<file path="config.mk">
export PLATFORM = sky130hd
export DESIGN_NAME = bfs_board_id_status
export DESIGN_NICKNAME = d
export VERILOG_FILES = /design/src/bfs_id_word.v /design/src/bfs_chan_status.v /design/src/bfs_board_id_status.v
export VERILOG_INCLUDE_DIRS = /design/src
export SDC_FILE = /design/constraint.sdc
export NUM_CORES = 1
export LEC_CHECK = 0
export BUFFER_PORTS_ARGS = -buffer_cell sky130_fd_sc_hd__buf_2
export CAP_MARGIN = 10
export CORE_MARGIN = 3
export CORE_UTILIZATION = 47
export CTS_CLUSTER_DIAMETER = 120
export DETAILED_ROUTE_END_ITERATION = 7
export GPL_ROUTABILITY_DRIVEN = 0
export PLACE_DENSITY = 0.85
export SLEW_MARGIN = 30
export SYNTH_ARGS = -nofsm -noshare
export SYNTH_HDL_FRONTEND = slang
export SYNTH_SLANG_ARGS = --single-unit
export TNS_END_PERCENT = 20
</file>
<file path="constraint.sdc">
create_clock -name clk_sys_i -period 1.95 [get_ports clk_sys_i]
set_input_delay 0.39 -clock clk_sys_i [delete_from_list [all_inputs] [get_ports clk_sys_i]]
set_output_delay 0.39 -clock clk_sys_i [all_outputs]
set_load 0.02 [all_outputs]
</file>
<file path="src/bfs_map.vh">
`ifndef BFS_MAP_VH
`define BFS_MAP_VH

// Command codes of the registers held here
`define BFS_CMD_FAULT_SUMMARY  8'h78
`define BFS_CMD_BOARD_MODEL    8'h9a
`define BFS_CMD_BOARD_REVISION 8'h9b
`define BFS_CMD_BOARD_DATE     8'h9d

// Page values
`define BFS_PAGE_CHAN_A        8'h00
`define BFS_PAGE_CHAN_B        8'h01
`define BFS_PAGE_ALL           8'hff

// Widths
`define BFS_ID_WIDTH           16
`define BFS_DETAIL_WIDTH       9

// Detailed flag positions
`define BFS_DET_VOUT_OV        0
`define BFS_DET_VOUT_UV        1
`define BFS_DET_IOUT_OC        2
`define BFS_DET_IOUT_OC_WARN   3
`define BFS_DET_VIN_UV         4
`define BFS_DET_OT_FAULT       5
`define BFS_DET_OT_WARN        6
`define BFS_DET_CML_COMM       7
`define BFS_DET_CML_MEM        8

// Fault summary byte fields
`define BFS_SUM_BUSY           7
`define BFS_SUM_OFF            6
`define BFS_SUM_VOUT_OV        5
`define BFS_SUM_IOUT_OC        4
`define BFS_SUM_VIN_UV         3
`define BFS_SUM_TEMP           2
`define BFS_SUM_CML            1
`define BFS_SUM_OTHER          0

// Factory contents of the identification words
`define BFS_RST_BOARD_MODEL    16'h0000
`define BFS_RST_BOARD_REVISION 16'h0001
`define BFS_RST_BOARD_DATE     16'h0000

`endif

</file>
<file path="src/bfs_id_word.v">
`timescale 1ns/1ps
`include "bfs_map.vh"

module bfs_id_word #(
  parameter [`BFS_ID_WIDTH-1:0] FACTORY_VALUE = 16'h0000
) (
  // Clock and reset
  input  wire                     clk_sys_i,
  input  wire                     sys_rst_i,
  // Nonvolatile backup
  input  wire                     nvm_load_i,
  input  wire [`BFS_ID_WIDTH-1:0] nvm_value_i,
  // Host write
  input  wire                     wr_i,
  input  wire [`BFS_ID_WIDTH-1:0] wdata_i,
  // Stored word
  output reg  [`BFS_ID_WIDTH-1:0] value_o
);

  always @(posedge clk_sys_i) begin
    if (sys_rst_i) begin
      value_o <= FACTORY_VALUE;
    end else if (nvm_load_i) begin
      value_o <= nvm_value_i;
    end else if (wr_i) begin
      value_o <= wdata_i;
    end
  end

endmodule

</file>
<file path="src/bfs_chan_status.v">
`timescale 1ns/1ps
`include "bfs_map.vh"

module bfs_chan_status (
  // Clock and reset
  input  wire                        clk_sys_i,
  input  wire                        sys_rst_i,
  // Fault events and clears
  input  wire [`BFS_DETAIL_WIDTH-1:0] event_i,
  input  wire [`BFS_DETAIL_WIDTH-1:0] detail_clr_i,
  input  wire                        clear_all_i,
  input  wire                        delivering_i,
  // State
  output reg  [`BFS_DETAIL_WIDTH-1:0] detail_o,
  output reg  [7:0]                  summary_o
);

  reg [`BFS_DETAIL_WIDTH-1:0] next_detail;
  reg [7:0]                   next_summary;

  always @* begin
    // Set wins over any clear in the same cycle
    next_detail = event_i | (detail_o & ~detail_clr_i & {`BFS_DETAIL_WIDTH{~clear_all_i}});
    next_summary = 8'h00;
    next_summary[`BFS_SUM_BUSY]    = 1'b0;
    next_summary[`BFS_SUM_OFF]     = ~delivering_i;
    next_summary[`BFS_SUM_VOUT_OV] = next_detail[`BFS_DET_VOUT_OV];
    next_summary[`BFS_SUM_IOUT_OC] = next_detail[`BFS_DET_IOUT_OC];
    next_summary[`BFS_SUM_VIN_UV]  = next_detail[`BFS_DET_VIN_UV];
    next_summary[`BFS_SUM_TEMP]    = next_detail[`BFS_DET_OT_FAULT] |
                                     next_detail[`BFS_DET_OT_WARN];
    next_summary[`BFS_SUM_CML]     = next_detail[`BFS_DET_CML_COMM] |
                                     next_detail[`BFS_DET_CML_MEM];
    next_summary[`BFS_SUM_OTHER]   = next_detail[`BFS_DET_VOUT_UV] |
                                     next_detail[`BFS_DET_IOUT_OC_WARN];
  end

  always @(posedge clk_sys_i) begin
    if (sys_rst_i) begin
      detail_o  <= {`BFS_DETAIL_WIDTH{1'b0}};
      summary_o <= 8'h40;
    end else begin
      detail_o  <= next_detail;
      summary_o <= next_summary;
    end
  end

endmodule

</file>
<file path="src/bfs_board_id_status.v">
`timescale 1ns/1ps
`include "bfs_map.vh"


module bfs_board_id_status (
  // Clock and reset
  input  wire                         clk_sys_i,
  input  wire                         sys_rst_i,
  // Decoded host transaction
  input  wire                         txn_wr_i,
  input  wire                         txn_rd_i,
  input  wire [7:0]                   cmd_i,
  input  wire [7:0]                   page_i,
  input  wire [`BFS_ID_WIDTH-1:0]     wdata_i,
  input  wire                         clear_faults_i,
  // Detailed status write-one clears, per channel
  input  wire [`BFS_DETAIL_WIDTH-1:0] detail_clr_a_i,
  input  wire [`BFS_DETAIL_WIDTH-1:0] detail_clr_b_i,
  // Fault sources, per channel
  input  wire [`BFS_DETAIL_WIDTH-1:0] event_a_i,
  input  wire [`BFS_DETAIL_WIDTH-1:0] event_b_i,
  input  wire                         delivering_a_i,
  input  wire                         delivering_b_i,
  // Nonvolatile backup
  input  wire                         nvm_load_i,
  input  wire [`BFS_ID_WIDTH-1:0]     nvm_model_i,
  input  wire [`BFS_ID_WIDTH-1:0]     nvm_revision_i,
  input  wire [`BFS_ID_WIDTH-1:0]     nvm_date_i,
  // Read answer
  output reg                          rd_valid_o,
  output reg  [`BFS_ID_WIDTH-1:0]     rdata_o,
  // Status to the rest of the device
  output reg  [`BFS_DETAIL_WIDTH-1:0] detail_a_o,
  output reg  [`BFS_DETAIL_WIDTH-1:0] detail_b_o,
  output reg                          invalid_wr_o,
  output reg                          alert_o
);

  // Page decode; FFh reads as channel A
  wire sel_b   = (page_i == `BFS_PAGE_CHAN_B);
  wire sel_a_w = (page_i == `BFS_PAGE_CHAN_A) | (page_i == `BFS_PAGE_ALL);
  wire sel_b_w = sel_b | (page_i == `BFS_PAGE_ALL);

  reg wr_model;
  reg wr_revision;
  reg wr_date;
  reg wr_bad;

  always @* begin
    wr_model    = 1'b0;
    wr_revision = 1'b0;
    wr_date     = 1'b0;
    wr_bad      = 1'b0;
    if (!txn_wr_i) begin
      wr_bad = 1'b0;
    end else if (cmd_i == `BFS_CMD_BOARD_MODEL) begin
      wr_model = 1'b1;
    end else if (cmd_i == `BFS_CMD_BOARD_REVISION) begin
      wr_revision = 1'b1;
    end else if (cmd_i == `BFS_CMD_BOARD_DATE) begin
      wr_date = 1'b1;
    end else if (cmd_i == `BFS_CMD_FAULT_SUMMARY) begin
      wr_bad = 1'b1;
    end
  end

  wire [`BFS_ID_WIDTH-1:0] model_word;
  wire [`BFS_ID_WIDTH-1:0] revision_word;
  wire [`BFS_ID_WIDTH-1:0] date_word;

  // One storage per word, reached whatever the page holds
  bfs_id_word #(.FACTORY_VALUE(`BFS_RST_BOARD_MODEL)) u_model (
    .clk_sys_i   (clk_sys_i),
    .sys_rst_i   (sys_rst_i),
    .nvm_load_i  (nvm_load_i),
    .nvm_value_i (nvm_model_i),
    .wr_i        (wr_model),
    .wdata_i     (wdata_i),
    .value_o     (model_word)
  );

  bfs_id_word #(.FACTORY_VALUE(`BFS_RST_BOARD_REVISION)) u_revision (
    .clk_sys_i   (clk_sys_i),
    .sys_rst_i   (sys_rst_i),
    .nvm_load_i  (nvm_load_i),
    .nvm_value_i (nvm_revision_i),
    .wr_i        (wr_revision),
    .wdata_i     (wdata_i),
    .value_o     (revision_word)
  );

  bfs_id_word #(.FACTORY_VALUE(`BFS_RST_BOARD_DATE)) u_date (
    .clk_sys_i   (clk_sys_i),
    .sys_rst_i   (sys_rst_i),
    .nvm_load_i  (nvm_load_i),
    .nvm_value_i (nvm_date_i),
    .wr_i        (wr_date),
    .wdata_i     (wdata_i),
    .value_o     (date_word)
  );

  // Invalid write raises a communication fault on the addressed page(s)
  wire [`BFS_DETAIL_WIDTH-1:0] comm_evt = {{(`BFS_DETAIL_WIDTH-1-`BFS_DET_CML_COMM){1'b0}},
                                           1'b1, {`BFS_DET_CML_COMM{1'b0}}};
  wire [`BFS_DETAIL_WIDTH-1:0] evt_a = event_a_i | (comm_evt & {`BFS_DETAIL_WIDTH{wr_bad & sel_a_w}});
  wire [`BFS_DETAIL_WIDTH-1:0] evt_b = event_b_i | (comm_evt & {`BFS_DETAIL_WIDTH{wr_bad & sel_b_w}});

  wire [`BFS_DETAIL_WIDTH-1:0] det_a;
  wire [`BFS_DETAIL_WIDTH-1:0] det_b;
  wire [7:0]                   sum_a;
  wire [7:0]                   sum_b;

  bfs_chan_status u_chan_a (
    .clk_sys_i    (clk_sys_i),
    .sys_rst_i    (sys_rst_i),
    .event_i      (evt_a),
    .detail_clr_i (detail_clr_a_i),
    .clear_all_i  (clear_faults_i & sel_a_w),
    .delivering_i (delivering_a_i),
    .detail_o     (det_a),
    .summary_o    (sum_a)
  );

  bfs_chan_status u_chan_b (
    .clk_sys_i    (clk_sys_i),
    .sys_rst_i    (sys_rst_i),
    .event_i      (evt_b),
    .detail_clr_i (detail_clr_b_i),
    .clear_all_i  (clear_faults_i & sel_b_w),
    .delivering_i (delivering_b_i),
    .detail_o     (det_b),
    .summary_o    (sum_b)
  );

  // Read answer one cycle after the request
  reg [`BFS_ID_WIDTH-1:0] next_rdata;
  reg                     next_hit;

  always @* begin
    next_rdata = {`BFS_ID_WIDTH{1'b0}};
    next_hit   = 1'b1;
    if (cmd_i == `BFS_CMD_FAULT_SUMMARY) begin
      next_rdata = {8'h00, (sel_b ? sum_b : sum_a)};
    end else if (cmd_i == `BFS_CMD_BOARD_MODEL) begin
      next_rdata = model_word;
    end else if (cmd_i == `BFS_CMD_BOARD_REVISION) begin
      next_rdata = revision_word;
    end else if (cmd_i == `BFS_CMD_BOARD_DATE) begin
      next_rdata = date_word;
    end else begin
      next_hit = 1'b0;
    end
  end

  always @(posedge clk_sys_i) begin
    if (sys_rst_i) begin
      rd_valid_o   <= 1'b0;
      rdata_o      <= {`BFS_ID_WIDTH{1'b0}};
      detail_a_o   <= {`BFS_DETAIL_WIDTH{1'b0}};
      detail_b_o   <= {`BFS_DETAIL_WIDTH{1'b0}};
      invalid_wr_o <= 1'b0;
      alert_o      <= 1'b0;
    end else begin
      rd_valid_o   <= txn_rd_i & next_hit;
      if (txn_rd_i & next_hit) begin
        rdata_o <= next_rdata;
      end
      detail_a_o   <= det_a;
      detail_b_o   <= det_b;
      invalid_wr_o <= wr_bad;
      // Alert follows any latched summary flag, so clearing the flags drops it
      alert_o      <= (|sum_a[`BFS_SUM_VOUT_OV:0]) | (|sum_b[`BFS_SUM_VOUT_OV:0]);
    end
  end

endmodule

</file>
# ---- Word-level counts from Yosys, hierarchy flattened
# Cells that the tools add are included.
dict set report op_classes {
  muxes 28
  n_reduce_logical 6
  n_eq_ne 6
  bitwise_logic 28
}
# cell count
set op_table {}
lappend op_table {{2-to-1 mux 16 bit} 10}
lappend op_table {{bitwise AND 9 bit} 4}
lappend op_table {{== test 8 bit (second input constant)} 4}
lappend op_table {{inverter 9 bit} 2}
lappend op_table {{bitwise OR 9 x 8 -> 9 bit} 2}
lappend op_table {{bitwise OR 9 bit} 2}
lappend op_table {{2-to-1 mux 1 bit} 17}
lappend op_table {{OR reduction 6 bit} 2}
lappend op_table {{bitwise OR 1 bit} 9}
lappend op_table {{== test 8 x 1 -> 1 bit (second input constant)} 1}
lappend op_table {{== test 8 x 7 -> 1 bit (second input constant)} 1}
lappend op_table {{logical NOT 8 bit} 1}
lappend op_table {{2-to-1 mux 8 bit} 1}
lappend op_table {{nonzero test 2 bit} 3}
lappend op_table {{bitwise AND 1 bit} 5}
lappend op_table {{inverter 1 bit} 4}
dict set report totals {
  ff_bits 119
  output_inout_bits 37
  elab_cells 83
}

# ---- Longest topological paths before layout
dict set report logic_depth {
  ltp_word 10
  mapped_depth 7
}

# ---- Hierarchy
# A second synthesis with hierarchy kept.
dict set report unflattened {
  hier_cells 500
  hier_area_um2 5218.8
}
# module instances cells_each seq_area_each_um2 area_each_um2
set by_module_without_submodules {}
lappend by_module_without_submodules {bfs_board_id_status 1 184 740.7 1843.0}
lappend by_module_without_submodules {{bfs_id_word (u_date ...)} 2 71 320.3 805.8}
lappend by_module_without_submodules {bfs_chan_status 2 51 260.2 500.5}
lappend by_module_without_submodules {{bfs_id_word (u_revision)} 1 72 320.3 763.2}

# ---- Worst setup path after synthesis
# No wires, ideal clock.
dict set report synth_timing {
  kind {input -> register}
  start {input port page_i[2]}
  end {register rdata_o[0]}
  path_slack_ns 0.162
  path_buffers 1
  arrival_time_ns 1.664
  stages 6
  path_cell_list {nor4_1 -> and3_1 -> buf_2 -> mux2_2 -> a221oi_1 -> o2bb2ai_1}
}
dict set report synth_between {
  elab_chain_cells 3
}
# item line
set synth_rtl {}
lappend synth_rtl {{start: declaration} bfs_board_id_status.v:13} ;# input wire [7:0] page_i,
lappend synth_rtl {{== test 8 x 1 -> 1 bit (no line)} --}
lappend synth_rtl {{2-to-1 mux 8 bit} bfs_board_id_status.v:143} ;# next_rdata = {8'h00, (sel_b ? sum_b : sum_a)};
lappend synth_rtl {{2-to-1 mux 16 bit} bfs_board_id_status.v:142} ;# if (cmd_i == `BFS_CMD_FAULT_SUMMARY) begin
lappend synth_rtl {{end signal: assignment} bfs_board_id_status.v:158} ;# rdata_o <= {`BFS_ID_WIDTH{1'b0}};
lappend synth_rtl {{end signal: assignment} bfs_board_id_status.v:166} ;# rdata_o <= next_rdata;
lappend synth_rtl {{end: declaration} bfs_board_id_status.v:31} ;# output reg [`BFS_ID_WIDTH-1:0] rdata_o,
# Every way passes these cells.
# A chain may end at the register's enable or synchronous reset.

# ---- Worst setup path in the final report
dict set report layout_timing {
  start {input port cmd_i[5]}
  end {register u_revision.value_o[9]}
}
dict set report layout_between {
  elab_chain_cells 5
}
# item line
set layout_rtl {}
lappend layout_rtl {{start: declaration} bfs_board_id_status.v:12} ;# input wire [7:0] cmd_i,
lappend layout_rtl {{== test 8 bit (no line)} --}
lappend layout_rtl {{2-to-1 mux 1 bit} bfs_board_id_status.v:58} ;# end else if (cmd_i == `BFS_CMD_BOARD_REVISION) begin
lappend layout_rtl {{2-to-1 mux 1 bit *} bfs_board_id_status.v:56} ;# end else if (cmd_i == `BFS_CMD_BOARD_MODEL) begin
lappend layout_rtl {{2-to-1 mux 1 bit *} bfs_board_id_status.v:54} ;# if (!txn_wr_i) begin
lappend layout_rtl {{nonzero test 2 bit (no line) *} --}
lappend layout_rtl {{end signal: assignment} bfs_id_word.v:24} ;# value_o <= nvm_value_i;
lappend layout_rtl {{end signal: assignment} bfs_id_word.v:26} ;# value_o <= wdata_i;
lappend layout_rtl {{end: declaration} bfs_id_word.v:17} ;# output reg [`BFS_ID_WIDTH-1:0] value_o
# Mark *: on every way between the ends. The rest lies on a longest branch, timed or not.

==> impl_metrics.csv <==
group,metric,value,unit
floorplanning,core,9864,sq um
floorplanning,ioPinCount,161,
cells_and_area,nFillCells,827,
synthesis,yosys.area_share.simple,23.11,%
worst_setup_path,crit_type,"in2reg",
worst_setup_path,critPathArrivalTime,2.03,ns
detailed_routing,route.detailed.drc,0,
synthesis,synthTopCellsByArea,"dfxtp_1 (46%), nor2b_1 (6.4%), a2111oi_0 (4.2%)",
worst_setup_path,worstSetupEndpointType,"flip-flop",
synthesis,ys_ff_latch,111,
power,combPwrFrac,12.4,%
timing,timing.hold.ws,0.1649,ns
cells_and_area,nNetsFinal,802,
worst_setup_path,start_kind,"input port",
floorplanning,fp.dieW,107.3,um
timing,skew,0.007737,ns
power,leakage,2.606,nW
cts,clk_latency,0.38,ns
floorplanning,initial_core_util,48.90,%
cts,cts_tree,"done",
power,p_clk_share,33.9,%
place,port_buffers,160,
run_status,outcome,"finished clean",
synthesis,synth_top_area_share,46.07,%
detailed_routing,first_iter_violations,462,
synthesis,synthCells,532,
synthesis,synth-xor-area-share,0,%
power,p_seq_share,53.8,%
power,peakVddDrop,0.3485,mV
detailed_routing,viasPerCell,5.513,
timing,hold_viol,0,
global_route,grt_pass1_vias,4309,
synthesis,synthArstFlopShare,0,%
detailed_routing,wire_per_inst,16.53,um
cells_and_area,syn_to_final_growth,24.25,%
synthesis,synth_top_family_by_area,"simple AND/OR/NAND/NOR gates",
synthesis,synth_adder_area_share,0,%
power,power_density,760.2,nW/um^2
place,dp_hpwl,10270,um
detailed_routing,dr.pass1.iters,5,
power,switching_share,25.60,%
worst_setup_path,path_max_fanout,32,
cts,cts_resized,0,
power,p_int,0.003390,W
detailed_routing,num_vias,4504,
floorplanning,die_y,107.3,um
synthesis,synth_nets,656,
synthesis,syn_avg_cell_area,9.066,sq um
cells_and_area,drive_above_1_share,31.33,%
synthesis,synth_compound_area_share,19.87,%
global_route,grt_pass1_wl,21080,um
cts,numCtsBuffers,9,
global_route,grt_usage,23.11,%
cts,clock-sinks,111,
floorplanning,fp.dieArea,11510,sq um
synthesis,synth_edf_count,0,
floorplanning,row_count,36,
synthesis,yosysWarnings,0,
timing,rsz0062_at_grt,"no",
synthesis,synth-main-ff-cell,"dfxtp_1",
timing,slew_viol_final,0,
cts,cts_hold_buf,0,
timing,final-setup-viol-count,0,
global_route,grt_max_degree,71,
detailed_routing,wirelength,13510,um
cells_and_area,multi_input_area,2313,sq um
synthesis,yosysTopAreaCell,"dfxtp_1",
global_route,overflow,0,
global_route,antenna_found_initial,1,
place,placement.cell_area,5764,sq um
timing,max_freq,554.6,MHz
detailed_routing,ant_nets,0,
timing,final.min_clock_period,1.803,ns
timing,worst_pin_slew,0.8181,ns
synthesis,synth_cell_type_count,44,
power,p_sw,0.001166,W
synthesis,seq_area_frac_synth,46.07,%
cts,cts_setup_buffers,0,
worst_setup_path,r2r_setup_slack,0.75,ns
worst_setup_path,required,2.18,ns
cts,clk_path_buf_depth,2,
cts,h-tree-depth,3,
cells_and_area,postLayoutCellArea,5993,sq um
cells_and_area,register_area,2222,sq um
synthesis,synthMuxAreaShare,4.981,%
cts,clkTransAtPathRegs,0.10,ns
run,maxCapViolCount,0,
timing,relSlewSlack,45.09,%
worst_hold_path,hp-class,"in2reg",
synthesis,mappedNetlistArea,4823,sq um
cts,ctsRootBufferMaster,"clkbuf_8",
timing,timing.final.crit_share,92.47,%
[worst max-delay path, cell delays in order]
cell and delay [ns]:
buf_2 0.13, nor3b_4 0.27, and3_2 0.28, and3_1 0.22
buf_12 0.19, nor3_1 0.06, a2111oi_0 0.47
[Yosys cell counts, types with 2 or more instances]
cell type	number
o211ai_1	2
nor3b_4	2
dfxtp_1	111
a31oi_1	17
nand4bb_1	2
a2111oi_0	23
buf_2	8
a21o_1	16
mux2i_1	15
nand3_1	18
a2111oi_1	3
mux2_2	8
a2bb2oi_1	2
and3b_1	2
o2bb2ai_1	7
o21ai_1	2
nand4_1	3
buf_6	6
inv_1	19
nor2b_1	49
a2111oi_2	5
nand3b_1	3
nor2_1	41
a22o_1	9
a221oi_1	6
and3_1	2
a21oi_1	20
clkbuf_1	27
nand2_1	45
nor3_1	33
nor4_1	5
o21ai_0	9
[area by class of cell]
type / count / share of cell area (%)
inverters: 19 / 1.190
repair buffers: 177 / 16.53
clock inverters: 7 / 1.712
diodes: 1 / 0.04175
flip-flops and latches: 111 / 37.08
clock buffers: 9 / 2.067
well taps: 133 / 2.777
multi-input cells: 360 / 38.60
[kinds of logic (layout without fill, tap and decap cells)]
family                 count (synthesis)  count (layout)
AND/OR/NAND/NOR                      212             212
AO/OA/AOI/OAI                        125             125
flip-flops                           111             111
buffers and inverters                 61             212
multiplexers                          23              23
other                                  0               1
[power by group through the flow]
| stage | sequential, W | clock (W) | combinational (W) |
|---|---|---|---|
| after floorplan | 0.00251 | 0 | 0.000290 |
| after global placement | 0.00250 | 0 | 0.000533 |
| after detailed placement | 0.00250 | 0 | 0.000556 |
| after CTS | 0.00245 | 0.00157 | 0.000559 |
| after global routing | 0.00246 | 0.00167 | 0.000617 |
| final | 0.00245 | 0.00154 | 0.000563 |
[cell usage in the layout (no fill, tap or decap), types with 8 or more instances in the layout]
| cell type | count |
|---|---|
| o21ai_0 | 9 |
| a21o_1 | 16 |
| a22o_1 | 9 |
| a31oi_1 | 17 |
| nor3_1 | 33 |
| mux2_2 | 8 |
| buf_2 | 160 |
| buf_4 | 12 |
| a21oi_1 | 20 |
| a2111oi_0 | 23 |
| clkbuf_8 | 9 |
| mux2i_1 | 15 |
| nor2b_1 | 49 |
| nand3_1 | 18 |
| nand2_1 | 45 |
| nor2_1 | 41 |
| inv_1 | 19 |
| dfxtp_1 | 111 |
[registers in the layout, summed over array words and instances (netlist names)]
name and flops:
detail_b_o 9, invalid_wr_o 1, u_chan_a.summary_o 7, u_date.value_o 16, rdata_o 16, rd_valid_o 1, u_model.value_o 16, u_chan_b.detail_o 6
alert_o 1, u_chan_b.summary_o 7, detail_a_o 9, u_chan_a.detail_o 6, u_revision.value_o 16
[metal layers]
metal	vias to the layer above	global-route usage, %	share of wire (%)
met5	-	0	0
met4	0	11.32	3.0
met3	34	4.019	6.2
met2	177	36.60	48
met1	2083	30.47	43
li1	2210	-	-
[through the flow]
stage | util (%) | cells | TNS (ns) | power, W | worst slack, ns
2_1_floorplan | - | 532 | 0 | 0.002795 | 0.1624
5_1_grt | 60.76 | 817 | 0 | 0.004747 | 0.08300
3_3_place_gp | 58.43 | 800 | 0 | 0.003029 | 0.008743
3_5_place_dp | 58.43 | 800 | -2.134 | 0.003055 | -0.2449
4_1_cts | 60.73 | 816 | 0 | 0.004572 | 0.1492
6_report | 60.76 | 817 | 0 | 0.004556 | 0.1468
[path summary, 6_finish.rpt]
path,startpoint,end,depth (start not counted)
setup / recovery,cmd_i[5],u_revision.value_o[9],7
hold reg to reg,u_chan_a.detail_o[8],detail_a_o[8],1
setup reg to reg,u_chan_a.summary_o[0],rdata_o[0],3
hold / removal,delivering_b_i,u_chan_b.summary_o[6],2
Power figures use the tool's default switching activity.
